[config.mk]
export PLATFORM = sky130hd
export DESIGN_NAME = awd_top
export DESIGN_NICKNAME = d
export VERILOG_FILES = /design/src/pkg/awd_pkg.sv /design/src/rtl/awd_flag.sv /design/src/rtl/awd_axis.sv /design/src/rtl/awd_top.sv
export SDC_FILE = /design/constraint.sdc
export NUM_CORES = 1
export LEC_CHECK = 0
export ABC_AREA = 1
export BUFFER_PORTS_ARGS = -buffer_cell sky130_fd_sc_hd__buf_2
export CAP_MARGIN = 25
export CORE_MARGIN = 8
export CORE_UTILIZATION = 44
export CTS_BUF_LIST = sky130_fd_sc_hd__clkbuf_8
export CTS_CLUSTER_DIAMETER = 120
export DETAILED_ROUTE_END_ITERATION = 8
export GPL_TIMING_DRIVEN = 0
export MAX_ROUTING_LAYER = met4
export SYNTH_ARGS = -nofsm -noshare
export SYNTH_HDL_FRONTEND = slang
export SYNTH_SLANG_ARGS = --single-unit
[constraint.sdc]
create_clock -name CORE_CLK -period 11.3 [get_ports CORE_CLK]
set_input_delay 0.565 -clock CORE_CLK [delete_from_list [all_inputs] [get_ports CORE_CLK]]
set_output_delay 0.565 -clock CORE_CLK [all_outputs]
set_load 0.05 [all_outputs]
[src/pkg/awd_pkg.sv]
// Functional notes
// - Axis detects when delta exceeds its threshold
// - Separate threshold per axis, others untouched
// - Threshold is six bits, zero to 63
// - Optional event counter gates each axis flag
// - Six shadow registers written through one port
// - Index 000/100 none, then thresholds, counts
// - Count field holds events minus one
// - Axis flags combine by AND or OR
// - OR combining: any active axis wakes
// - AND combining: all active axes needed
// - Powered-down axes leave the combination
// - Default delta: current minus previous sample
// - Baseline delta: first sample, held in mode
// - Shadow index sits in config bits 2:0
// - Eleven-bit delta, clamped six-bit slice compared
package awd_pkg;

  // ************************************************
  // Register indices, byte address is four times
  // ************************************************
  localparam int AWD_ADDR_W = 10;
  localparam logic [7:0] AWD_IDX_AXIS_CTRL = 8'h10;
  localparam logic [7:0] AWD_IDX_THR_CTRL = 8'h13;
  localparam logic [7:0] AWD_IDX_CONFIG = 8'h14;
  localparam logic [7:0] AWD_IDX_STATUS = 8'h18;
  localparam logic [7:0] AWD_IDX_MASK = 8'h19;
  localparam logic [7:0] AWD_IDX_STATE = 8'h1a;

  // ************************************************
  // Field positions and widths
  // ************************************************
  localparam int AWD_MODE_BIT = 7;
  localparam int AWD_ANDOR_BIT = 6;
  localparam int AWD_PWRDN_LSB = 4;
  localparam int AWD_MUX_LSB = 4;
  localparam int AWD_CNTEN_BIT = 3;
  localparam int AWD_KIND_BIT = 2;
  localparam int AWD_TH_W = 6;
  localparam int AWD_DELTA_W = 11;
  localparam int AWD_SAMPLE_W = 12;
  localparam int AWD_ST_W = 4;
  localparam int AWD_ST_AXIS_LSB = 1;
  localparam int AWD_ST_WAKE = 0;

  // ************************************************
  // Codes and reset values
  // ************************************************
  localparam logic [2:0] AWD_IDX_TH_X = 3'h1;
  localparam logic [2:0] AWD_IDX_CNT_Z = 3'h7;
  localparam logic [1:0] AWD_IDX_NONE = 2'h0;
  localparam logic [1:0] AWD_AXIS_OFS = 2'h1;
  localparam logic [2:0] AWD_MUX_MAX = 3'h5;
  localparam logic [2:0] AWD_AXES_ALL = 3'h7;
  localparam logic [5:0] AWD_TH_MAX = 6'h3f;
  localparam logic [5:0] AWD_SHADOW_RST = 6'h00;

  // Per-axis settings handed to each detector
  typedef struct packed {
    logic base_ref;
    logic [2:0] mux;
    logic cnten;
    logic [AWD_TH_W-1:0] thresh;
    logic [AWD_TH_W-1:0] count;
  } awd_axis_cfg_type;

  // Detector phase within the monitoring mode
  typedef enum logic [1:0] {AWD_IDLE, AWD_PRIME, AWD_RUN} awd_phase_type;

endpackage : awd_pkg

[src/rtl/awd_flag.sv]
`timescale 1ns/1ps
`default_nettype none
module awd_flag (
  // Clock and reset
  input wire logic clk,
  input wire logic srst,
  // Event and software clear
  input wire logic set,
  input wire logic clr,
  // Sticky state
  output logic bit_q
);

  // Set beats clear so an event in the clearing cycle survives
  always_ff @(posedge clk) begin
    if (srst) begin
      bit_q <= 1'b0;
    end else if (set) begin
      bit_q <= 1'b1;
    end else if (clr) begin
      bit_q <= 1'b0;
    end
  end

  a_set_wins: assert property (@(posedge clk) disable iff (srst) set |=> bit_q)
    else $error("sticky bit lost an event");

endmodule : awd_flag
`default_nettype wire

[src/rtl/awd_axis.sv]
`timescale 1ns/1ps
`default_nettype none
module awd_axis
  import awd_pkg::*;
(
  // Clock and reset
  input wire logic clk,
  input wire logic srst,
  // Sample stream
  input wire logic mon_active,
  input wire logic smp_valid,
  input wire logic [AWD_SAMPLE_W-1:0] smp,
  // Settings
  input wire awd_axis_cfg_type cfg,
  // Results, held until the next judged sample; cleared when monitoring stops
  output logic det_q,
  output logic flag_q
);

  // ************************************************
  // Delta path
  // ************************************************
  awd_phase_type phase_q; // Monitoring phase
  logic [AWD_SAMPLE_W-1:0] prev_q; // Last sample
  logic [AWD_SAMPLE_W-1:0] base_q; // Baseline sample
  logic [AWD_TH_W-1:0] run_q; // Consecutive detections so far
  logic [AWD_SAMPLE_W-1:0] ref_c;
  logic [AWD_SAMPLE_W:0] diff_c;
  logic [AWD_SAMPLE_W:0] mag_c;
  logic [AWD_DELTA_W-1:0] delta_c;
  logic [AWD_DELTA_W-1:0] shift_c;
  logic [2:0] sel_c;
  logic [AWD_TH_W-1:0] slice_c;
  logic hit_c;
  logic eval_c;

  // Magnitude of the difference, clamped so big swings still detect
  always_comb begin
    ref_c = cfg.base_ref ? base_q : prev_q;
    diff_c = {smp[AWD_SAMPLE_W-1], smp} - {ref_c[AWD_SAMPLE_W-1], ref_c};
    mag_c = diff_c[AWD_SAMPLE_W] ? -diff_c : diff_c;
    delta_c = (|mag_c[AWD_SAMPLE_W:AWD_DELTA_W]) ? '1 : mag_c[AWD_DELTA_W-1:0];
    sel_c = (cfg.mux > AWD_MUX_MAX) ? AWD_MUX_MAX : cfg.mux;
    shift_c = delta_c >> sel_c;
    slice_c = (|shift_c[AWD_DELTA_W-1:AWD_TH_W]) ? '1 : shift_c[AWD_TH_W-1:0];
    hit_c = slice_c > cfg.thresh;
  end

  // A sample is judged only once a reference exists
  assign eval_c = smp_valid && mon_active && (phase_q == AWD_RUN);

  // ************************************************
  // Phase and references
  // ************************************************
  // First sample after entry primes the references
  always_ff @(posedge clk) begin
    if (srst) begin
      phase_q <= AWD_IDLE;
    end else begin
      unique case (phase_q)
        AWD_IDLE: if (mon_active) phase_q <= AWD_PRIME;
        AWD_PRIME: begin
          if (!mon_active) phase_q <= AWD_IDLE;
          else if (smp_valid) phase_q <= AWD_RUN;
        end
        AWD_RUN: if (!mon_active) phase_q <= AWD_IDLE;
      endcase
    end
  end

  // Previous sample tracks every sample while monitoring; baseline only at entry
  always_ff @(posedge clk) begin
    if (srst) begin
      prev_q <= '0;
      base_q <= '0;
    end else if (smp_valid && mon_active) begin
      prev_q <= smp;
      if (phase_q != AWD_RUN) base_q <= smp;
    end
  end

  // ************************************************
  // Detection and event counting
  // ************************************************
  // A miss restarts the run, so counted events are consecutive
  always_ff @(posedge clk) begin
    if (srst || !mon_active) begin
      det_q <= 1'b0;
      flag_q <= 1'b0;
      run_q <= '0;
    end else if (eval_c) begin
      det_q <= hit_c;
      flag_q <= hit_c && (!cfg.cnten || run_q >= cfg.count);
      if (!hit_c) run_q <= '0;
      else if (run_q != AWD_TH_MAX) run_q <= run_q + 1'b1;
    end
  end

  a_detect_strict: assert property (@(posedge clk) disable iff (srst)
    eval_c |=> det_q == $past(hit_c))
    else $error("detection does not follow threshold compare");
  a_count_gate: assert property (@(posedge clk) disable iff (srst)
    (eval_c && cfg.cnten && run_q < cfg.count) |=> !flag_q)
    else $error("flag raised before event count met");
  a_base_hold: assert property (@(posedge clk) disable iff (srst)
    (phase_q == AWD_RUN && mon_active) |=> $stable(base_q))
    else $error("baseline moved during monitoring");
  a_clamp_hit: assert property (@(posedge clk) disable iff (srst)
    (eval_c && |delta_c[AWD_DELTA_W-1:AWD_TH_W] && cfg.mux == '0 && cfg.thresh != AWD_TH_MAX) |=> det_q)
    else $error("clamped delta not detected");

endmodule : awd_axis
`default_nettype wire

[src/rtl/awd_top.sv]
`timescale 1ns/1ps
`default_nettype none
module awd_top
  import awd_pkg::*;
(
  // Clock and reset
  input wire logic CORE_CLK,
  input wire logic SRST,
  // APB slave
  input wire logic PSEL,
  input wire logic PENABLE,
  input wire logic PWRITE,
  input wire logic [AWD_ADDR_W-1:0] PADDR,
  input wire logic [31:0] PWDATA,
  output logic [31:0] PRDATA,
  output logic PREADY,
  output logic PSLVERR,
  // Samples from the sensor core
  input wire logic MON_ACTIVE,
  input wire logic SAMPLE_VALID,
  input wire logic [AWD_SAMPLE_W-1:0] SAMPLE_X,
  input wire logic [AWD_SAMPLE_W-1:0] SAMPLE_Y,
  input wire logic [AWD_SAMPLE_W-1:0] SAMPLE_Z,
  // Wakeup outputs
  output logic WAKE,
  output logic IRQ
);

  // ************************************************
  // Register state
  // ************************************************
  logic [2:0] pwr_down_q; // Axis power-down bits
  logic mode_q; // Baseline delta when set
  logic and_or_q; // AND combining when set
  logic [2:0][AWD_TH_W-1:0] th_q; // Shadow thresholds
  logic [2:0][AWD_TH_W-1:0] cnt_q; // Shadow counts
  logic [2:0] mux_q; // Delta window select
  logic cnten_q; // Counter enable
  logic [2:0] idx_q; // Shadow index field
  logic [AWD_ST_W-1:0] mask_q; // Interrupt mask
  logic [AWD_ST_W-1:0] status_q; // Sticky events
  logic wake_q; // Registered wakeup level
  logic [2:0] flag_prev_q; // Flags one cycle back

  // ************************************************
  // Bus decode
  // ************************************************
  logic [7:0] reg_c; // Register index from the word address
  logic hit_c; // Mapped index
  logic setup_c; // First cycle of a transfer
  logic wr_c; // Write takes effect
  logic [1:0] ax_c; // Axis chosen by the index
  logic shadow_c; // Index names a shadow register
  logic [31:0] rd_c; // Read value
  logic [AWD_TH_W-1:0] shadow_rd_c; // Selected shadow readback

  assign reg_c = PADDR[AWD_ADDR_W-1:2];
  assign setup_c = PSEL && !PENABLE;
  assign wr_c = PSEL && PENABLE && PWRITE;
  // Index low bits 00 pick nothing, otherwise the axis
  assign shadow_c = idx_q[1:0] != AWD_IDX_NONE;
  assign ax_c = idx_q[1:0] - AWD_AXIS_OFS;

  // Every access finishes without wait states
  assign PREADY = 1'b1;

  // Known indices; anything else answers with an error
  always_comb begin
    unique case (reg_c)
      AWD_IDX_AXIS_CTRL, AWD_IDX_THR_CTRL, AWD_IDX_CONFIG,
      AWD_IDX_STATUS, AWD_IDX_MASK, AWD_IDX_STATE: hit_c = 1'b1;
      default: hit_c = 1'b0;
    endcase
  end

  // Readback of the shadow named by the index
  always_comb begin
    shadow_rd_c = '0;
    if (shadow_c) begin
      shadow_rd_c = idx_q[AWD_KIND_BIT] ? cnt_q[ax_c] : th_q[ax_c];
    end
  end

  // ************************************************
  // Detectors
  // ************************************************
  awd_axis_cfg_type cfg_c [3]; // Per-axis settings
  logic [AWD_SAMPLE_W-1:0] smp_c [3]; // Per-axis sample
  logic [2:0] det_c; // Raw detection per axis
  logic [2:0] flag_c; // Axis flag after counting

  assign smp_c[0] = SAMPLE_X;
  assign smp_c[1] = SAMPLE_Y;
  assign smp_c[2] = SAMPLE_Z;

  // One detector per axis, all sharing mode and window
  for (genvar a = 0; a < 3; a++) begin : g_axis
    assign cfg_c[a] = '{base_ref: mode_q, mux: mux_q, cnten: cnten_q,
                        thresh: th_q[a], count: cnt_q[a]};
    awd_axis u_axis (
      .clk(CORE_CLK),
      .srst(SRST),
      .mon_active(MON_ACTIVE),
      .smp_valid(SAMPLE_VALID),
      .smp(smp_c[a]),
      .cfg(cfg_c[a]),
      .det_q(det_c[a]),
      .flag_q(flag_c[a])
    );
  end

  // ************************************************
  // Combination of axis flags
  // ************************************************
  logic [2:0] act_c; // Axes taking part
  logic or_c;
  logic and_c;
  logic wake_c;

  // With every axis powered down nothing can wake
  always_comb begin
    act_c = ~pwr_down_q;
    or_c = |(flag_c & act_c);
    and_c = (|act_c) && (&(flag_c | pwr_down_q));
    wake_c = and_or_q ? and_c : or_c;
  end

  // Registered level keeps the output glitch free
  always_ff @(posedge CORE_CLK) begin
    if (SRST) begin
      wake_q <= 1'b0;
      flag_prev_q <= '0;
    end else begin
      wake_q <= wake_c;
      flag_prev_q <= flag_c;
    end
  end

  assign WAKE = wake_q;

  // ************************************************
  // Write side of the register file
  // ************************************************
  // Axis control and threshold control mode bits
  always_ff @(posedge CORE_CLK) begin
    if (SRST) begin
      pwr_down_q <= '0;
      mode_q <= 1'b0;
      and_or_q <= 1'b0;
    end else if (wr_c && reg_c == AWD_IDX_AXIS_CTRL) begin
      pwr_down_q <= PWDATA[AWD_PWRDN_LSB +: 3];
    end else if (wr_c && reg_c == AWD_IDX_THR_CTRL) begin
      mode_q <= PWDATA[AWD_MODE_BIT];
      and_or_q <= PWDATA[AWD_ANDOR_BIT];
    end
  end

  // Shadow write goes only where the index points
  always_ff @(posedge CORE_CLK) begin
    if (SRST) begin
      th_q <= {3{AWD_SHADOW_RST}};
      cnt_q <= {3{AWD_SHADOW_RST}};
    end else if (wr_c && reg_c == AWD_IDX_THR_CTRL && shadow_c) begin
      if (idx_q[AWD_KIND_BIT]) begin
        cnt_q[ax_c] <= PWDATA[AWD_TH_W-1:0];
      end else begin
        th_q[ax_c] <= PWDATA[AWD_TH_W-1:0];
      end
    end
  end

  // Configuration: window, counter enable, shadow index
  always_ff @(posedge CORE_CLK) begin
    if (SRST) begin
      mux_q <= '0;
      cnten_q <= 1'b0;
      idx_q <= '0;
    end else if (wr_c && reg_c == AWD_IDX_CONFIG) begin
      mux_q <= PWDATA[AWD_MUX_LSB +: 3];
      cnten_q <= PWDATA[AWD_CNTEN_BIT];
      idx_q <= PWDATA[2:0];
    end
  end

  // Mask has the status layout
  always_ff @(posedge CORE_CLK) begin
    if (SRST) begin
      mask_q <= '0;
    end else if (wr_c && reg_c == AWD_IDX_MASK) begin
      mask_q <= PWDATA[AWD_ST_W-1:0];
    end
  end

  // ************************************************
  // Interrupt status
  // ************************************************
  logic [AWD_ST_W-1:0] set_c; // Rising edges of wake and flags
  logic [AWD_ST_W-1:0] clr_c; // Write one to clear

  assign set_c = {flag_c & ~flag_prev_q, wake_c & ~wake_q};
  assign clr_c = (wr_c && reg_c == AWD_IDX_STATUS) ? PWDATA[AWD_ST_W-1:0] : '0;

  for (genvar s = 0; s < AWD_ST_W; s++) begin : g_status
    awd_flag u_flag (
      .clk(CORE_CLK),
      .srst(SRST),
      .set(set_c[s]),
      .clr(clr_c[s]),
      .bit_q(status_q[s])
    );
  end

  // Level output while any unmasked event is pending
  assign IRQ = |(status_q & mask_q);

  // ************************************************
  // Read side
  // ************************************************
  // Unmapped indices read zero; reserved bits read zero
  always_comb begin
    rd_c = '0;
    unique case (reg_c)
      AWD_IDX_AXIS_CTRL: rd_c[AWD_PWRDN_LSB +: 3] = pwr_down_q;
      AWD_IDX_THR_CTRL: rd_c[7:0] = {mode_q, and_or_q, shadow_rd_c};
      AWD_IDX_CONFIG: rd_c[6:0] = {mux_q, cnten_q, idx_q};
      AWD_IDX_STATUS: rd_c[AWD_ST_W-1:0] = status_q;
      AWD_IDX_MASK: rd_c[AWD_ST_W-1:0] = mask_q;
      AWD_IDX_STATE: rd_c[6:0] = {det_c, wake_q, flag_c};
      default: rd_c = '0;
    endcase
  end

  // Read data and error are captured in the setup cycle
  always_ff @(posedge CORE_CLK) begin
    if (SRST) begin
      PRDATA <= '0;
      PSLVERR <= 1'b0;
    end else if (setup_c) begin
      PRDATA <= PWRITE ? '0 : rd_c;
      PSLVERR <= !hit_c;
    end
  end

  // ************************************************
  // Checks
  // ************************************************
  a_thr_write_x: assert property (@(posedge CORE_CLK) disable iff (SRST)
    (wr_c && reg_c == AWD_IDX_THR_CTRL && idx_q == AWD_IDX_TH_X)
    |=> th_q[0] == $past(PWDATA[AWD_TH_W-1:0]))
    else $error("x threshold not loaded from low data bits");
  a_cnt_write_z: assert property (@(posedge CORE_CLK) disable iff (SRST)
    (wr_c && reg_c == AWD_IDX_THR_CTRL && idx_q == AWD_IDX_CNT_Z)
    |=> cnt_q[2] == $past(PWDATA[AWD_TH_W-1:0]))
    else $error("z count not loaded through the index");
  a_none_index: assert property (@(posedge CORE_CLK) disable iff (SRST)
    (wr_c && reg_c == AWD_IDX_THR_CTRL && idx_q[1:0] == AWD_IDX_NONE)
    |=> $stable(th_q) && $stable(cnt_q))
    else $error("empty index changed a shadow");
  a_axes_apart: assert property (@(posedge CORE_CLK) disable iff (SRST)
    (wr_c && reg_c == AWD_IDX_THR_CTRL && idx_q == AWD_IDX_TH_X)
    |=> th_q[2:1] == $past(th_q[2:1]))
    else $error("x threshold write touched y or z");
  a_index_field: assert property (@(posedge CORE_CLK) disable iff (SRST)
    (wr_c && reg_c == AWD_IDX_CONFIG) |=> idx_q == $past(PWDATA[2:0]))
    else $error("index not taken from config bits");
  a_or_wake: assert property (@(posedge CORE_CLK) disable iff (SRST)
    (!and_or_q && |(flag_c & ~pwr_down_q)) |=> wake_q ##0 status_q[AWD_ST_WAKE] || $past(wake_q))
    else $error("or combining missed an active axis");
  a_and_wake: assert property (@(posedge CORE_CLK) disable iff (SRST)
    (and_or_q && (flag_c | pwr_down_q) != AWD_AXES_ALL) |=> !wake_q)
    else $error("and combining woke with an axis missing");
  a_powerdown_drop: assert property (@(posedge CORE_CLK) disable iff (SRST)
    (pwr_down_q == AWD_AXES_ALL) |=> !wake_q)
    else $error("powered-down axes still woke");
  a_reset_clear: assert property (@(posedge CORE_CLK)
    SRST |=> (th_q == '0 && cnt_q == '0 && !mode_q && !and_or_q))
    else $error("shadows or mode bits not cleared by reset");

  // ************************************************
  // Register and event checks
  // ************************************************
  // A threshold write lands on the axis the index names
  a_thr_write_any: assert property (@(posedge CORE_CLK) disable iff (SRST)
    (wr_c && reg_c == AWD_IDX_THR_CTRL && shadow_c && !idx_q[AWD_KIND_BIT])
    |=> th_q[$past(ax_c)] == $past(PWDATA[AWD_TH_W-1:0]))
    else $error("threshold write missed the indexed axis");
  // A count write lands on the axis the index names
  a_cnt_write_any: assert property (@(posedge CORE_CLK) disable iff (SRST)
    (wr_c && reg_c == AWD_IDX_THR_CTRL && shadow_c && idx_q[AWD_KIND_BIT])
    |=> cnt_q[$past(ax_c)] == $past(PWDATA[AWD_TH_W-1:0]))
    else $error("count write missed the indexed axis");
  // Threshold codes never reach the counts
  a_thr_keeps_cnt: assert property (@(posedge CORE_CLK) disable iff (SRST)
    (wr_c && reg_c == AWD_IDX_THR_CTRL && !idx_q[AWD_KIND_BIT]) |=> $stable(cnt_q))
    else $error("threshold code changed a count");
  // Count codes never reach the thresholds
  a_cnt_keeps_thr: assert property (@(posedge CORE_CLK) disable iff (SRST)
    (wr_c && reg_c == AWD_IDX_THR_CTRL && idx_q[AWD_KIND_BIT]) |=> $stable(th_q))
    else $error("count code changed a threshold");
  // Delta method follows every threshold control write
  a_mode_write: assert property (@(posedge CORE_CLK) disable iff (SRST)
    (wr_c && reg_c == AWD_IDX_THR_CTRL) |=> mode_q == $past(PWDATA[AWD_MODE_BIT]))
    else $error("delta method not taken from the write");
  // Combine select follows every threshold control write
  a_combine_write: assert property (@(posedge CORE_CLK) disable iff (SRST)
    (wr_c && reg_c == AWD_IDX_THR_CTRL) |=> and_or_q == $past(PWDATA[AWD_ANDOR_BIT]))
    else $error("combine select not taken from the write");
  // Power-down bits come from the axis control write
  a_pwrdn_write: assert property (@(posedge CORE_CLK) disable iff (SRST)
    (wr_c && reg_c == AWD_IDX_AXIS_CTRL) |=> pwr_down_q == $past(PWDATA[AWD_PWRDN_LSB +: 3]))
    else $error("power-down bits not taken from the write");
  // OR combining stays low with no active flag
  a_or_quiet: assert property (@(posedge CORE_CLK) disable iff (SRST)
    (!and_or_q && (flag_c & ~pwr_down_q) == '0) |=> !wake_q)
    else $error("or combining woke with no active flag");
  // AND combining wakes once every active axis is flagged
  a_and_all: assert property (@(posedge CORE_CLK) disable iff (SRST)
    (and_or_q && pwr_down_q != AWD_AXES_ALL && (flag_c | pwr_down_q) == AWD_AXES_ALL)
    |=> wake_q)
    else $error("and combining missed a full set of flags");
  // A wake edge always leaves its sticky bit set
  a_wake_event: assert property (@(posedge CORE_CLK) disable iff (SRST)
    (wake_c && !wake_q) |=> status_q[AWD_ST_WAKE])
    else $error("wake edge not recorded");
  // An X flag edge always leaves its sticky bit set
  a_flag_event: assert property (@(posedge CORE_CLK) disable iff (SRST)
    (flag_c[0] && !flag_prev_q[0]) |=> status_q[AWD_ST_AXIS_LSB])
    else $error("axis flag edge not recorded");
  // Writing a one clears the wake bit when no new edge arrives
  a_status_clear: assert property (@(posedge CORE_CLK) disable iff (SRST)
    (wr_c && reg_c == AWD_IDX_STATUS && PWDATA[AWD_ST_WAKE] && !(wake_c && !wake_q))
    |=> !status_q[AWD_ST_WAKE])
    else $error("wake bit not cleared by a one");
  // Mask takes the written layout
  a_mask_write: assert property (@(posedge CORE_CLK) disable iff (SRST)
    (wr_c && reg_c == AWD_IDX_MASK) |=> mask_q == $past(PWDATA[AWD_ST_W-1:0]))
    else $error("mask not taken from the write");
  // Error flag reflects the decode seen in the setup cycle
  a_slverr_map: assert property (@(posedge CORE_CLK) disable iff (SRST)
    setup_c |=> PSLVERR == !$past(hit_c))
    else $error("error flag does not match the decode");
  // Writes hand back zero read data
  a_write_rd_zero: assert property (@(posedge CORE_CLK) disable iff (SRST)
    (setup_c && PWRITE) |=> PRDATA == '0)
    else $error("write returned read data");

endmodule : awd_top
`default_nettype wire

==> metrics.txt <==
status complete, no violations; Gate Count Post-Synth 1,947; die footprint ~0.034 mm2; Final HPWL DP 29,500 um; Die W ~190 um; Slew HR 0.353; post-place instance area 0.0135 mm2; post-route setup slack 4820 ps; YS warnings 0; fill count slightly above 3k; Compound-Gate Fraction of Synth Area 0.167; slowest stage delay, CP 750 ps; Setup WS pre-CTS about 4800 ps; Synth top cells by count 444 x nand2_1, 236 x inv_1, 210 x nor2_1, 171 x dfxtp_1, 162 x a21oi_1; leading area contributor after synthesis dfxtp_1; maximum vdd drop roughly 100 uV; post-route cell area 0.0139 mm2; Reg clk slew, reported paths 100 ps; CP bufs+invs 5; share of power burned in the clock network 0.277; Port Buf Inserts 68; CTS buffer count 17; static leakage 6.26 nW; Via density 5.06; Worst-Skew Late Latency around 510 ps; die extent in y around 190 um; DR iter-0 viols 707; Core Box Area 0.0285 mm2; Synth Flop Type dfxtp_1; antenna violations before repair 1; count leader, synth nand2_1; Cells after DPL 2,422; clk buf depth 2; first-pass GRT wire length around 60,000 um; Comb power frac 0.335; min cycle time layout about 6500 ps; top cells by area, synth dfxtp_1 27%, nand2_1 13%, ha_1 9.0%; Crit path top cell by count nand2_1; Post-synth ARST share 0; setup violators final 0; Area growth syn-to-layout 10.2%; Sw Pwr 628 uW; multiplexer share of the synthesized area 0.0198; register area share after synthesis 0.271; Worst Path Required roughly 12,000 ps; WP data arrival 6870 ps; CTS sink count between 150 and 200; post-CTS setup buffers 0; Final ANT Viol Nets 0; Syn Area/Cell 6.48 um2; critical path capture point type flop; number of synthesized flops with an enable pin 0; Ports ~120; Slew Viols, Final 0; Synth Area in XOR/XNOR 0.0235; Sw Share 0.388; crit-path leading delay family simple AND/OR/NAND/NOR gates; Tightest Pin Transition 970 ps; P_int 991 uW; final WL 36,900 um; n_diodes 0; top-area cell type share of the netlist area 0.271; Hold Vio Cnt, Final 0; nets between 2k and 2.5k; Power, Total 1.62 mW; Adder-Cell Fraction of Synth Area 0.0950; Crit Path Max Fanout 10; Row Count 62; Util after Layout 0.489; clock skew 17.9 ps; Post-Synth Simple-Gate Area 0.309; Pwr per Cell Area 116 mW/mm2; WHS 322 ps; H-tree levels 4; CTS Hold Bufs 0; CTS tree yes; Post-Layout Cell Count between 2k and 2.5k; DRT Pass-1 Iters 5; count of cell types in the netlist 56; Seq pwr share 0.388; period utilization 0.573; via count of the first global-routing pass 11.9k; layout cells sized above 1 0.106; Initial Util 0.443; Critical Path Source Type flop; GRT Overall Usage 0.225; Root Driver clkbuf_8; RSZ-0062 raised after global routing false; Yosys reg bits about 170; Max Freq 0.154 GHz; Hold Path Class input pin to flop; largest family of logic cells by synthesized area simple AND/OR/NAND/NOR gates; setup TNS 0 ps; pin count of the biggest net entering global routing 17; Synth Cell Area 0.0126 mm2; # resized after CTS 0; GRT Residual Overflow 0; DR DRC count 0; kind of critical path flop to flop; via count 12.4k; Wirelength per Cell around 15 um; CP max stage cell buf_1; Max-cap violations 0; RePlAce Congestion between 0.9 and 1
[layout make-up]
class / count / area, um2 / share of cell area
Timing Repair Buffer: 68 / 340 / 0.0245
Clock buffer: 18 / 248 / 0.0178
Tap cell: 384 / 480 / 0.0345
Inverter: 253 / 950 / 0.0683
Multi-Input combinational cell: 1457 / 7840 / 0.564
Clock inverter: 14 / 136 / 0.00980
Buffer: 89 / 492 / 0.0353
Sequential cell: 171 / 3420 / 0.246
[per-layer routing]
layer | routed length, um | part of all wire | global-route usage
met5 | 0 | 0 | -
met4 | 812 | 0.022 | 0.0679
met3 | 1530 | 0.042 | 0.0306
met2 | 17200 | 0.46 | 0.374
met1 | 17400 | 0.47 | 0.280
[flip-flops by register name (all words and copies together) (netlist names), 3 cells and up]
signal and cells:
mux_q 3, g_axis.u_axis.phase_q 6, g_axis.u_axis.det_q 3, pwr_down_q 3, g_axis.u_axis.flag_q 3, flag_prev_q 3, g_axis.u_axis.base_q 36, g_status.u_flag.bit_q 4
idx_q 3, g_axis.u_axis.prev_q 36, g_axis.u_axis.run_q 18, mask_q 4, PRDATA 8, cfg_c 36
[worst min-delay path, stage by stage]
cell    delay, ps
buf_2         100
nor2_1         50
nor2_1         80
[cells in the final DEF, fill, tap and decap left out, types with 5 or more instances in the layout]
master / n
a211oi_1: 8
a21oi_1: 162
buf_2: 77
buf_4: 25
buf_6: 7
clkbuf_1: 44
clkbuf_8: 18
conb_1: 25
dfxtp_1: 171
ha_1: 91
inv_1: 237
inv_2: 13
mux2i_1: 25
nand2_1: 444
nand2_2: 27
nand3_1: 144
nand3_2: 10
nand3b_1: 9
nand4_1: 16
nor2_1: 210
nor2_2: 9
nor3_1: 12
o211ai_1: 8
o21a_1: 14
o21ai_0: 145
o21ai_2: 5
o22ai_1: 6
xnor2_1: 6
xor2_1: 26
[power by group through the flow]
stage	logic [mW]	registers, mW	clock network [mW]
after CTS	0.543	0.629	0.461
after global routing	0.617	0.631	0.482
after detailed placement	0.541	0.642	0
after floorplan	0.426	0.641	0
after global placement	0.535	0.642	0
final	0.543	0.629	0.448
[path summary, 6_finish.rpt]
kind,endpoint,cells after the start,start,slack (ps)
setup / recovery,g_axis[0].u_axis.run_q[5],37,mode_q,4820
hold / removal,g_axis[1].u_axis.base_q[4],3,SAMPLE_Y[4],320
setup reg to reg,g_axis[0].u_axis.run_q[5],37,mode_q,4820
hold reg to reg,g_axis[1].u_axis.prev_q[3],2,g_axis[1].u_axis.prev_q[3],460
[logic make-up (layout without fill, tap and decap cells)]
group,Yosys count,in the layout
other,2,25
xor gates and xnor gates,33,33
and+or+nand+nor,899,899
buffers and inverters,342,442
AOI/OAI and AO/OA,381,381
DFF,171,171
adders and majority gates,94,94
muxes,25,25
Power figures use the tool's default switching activity.
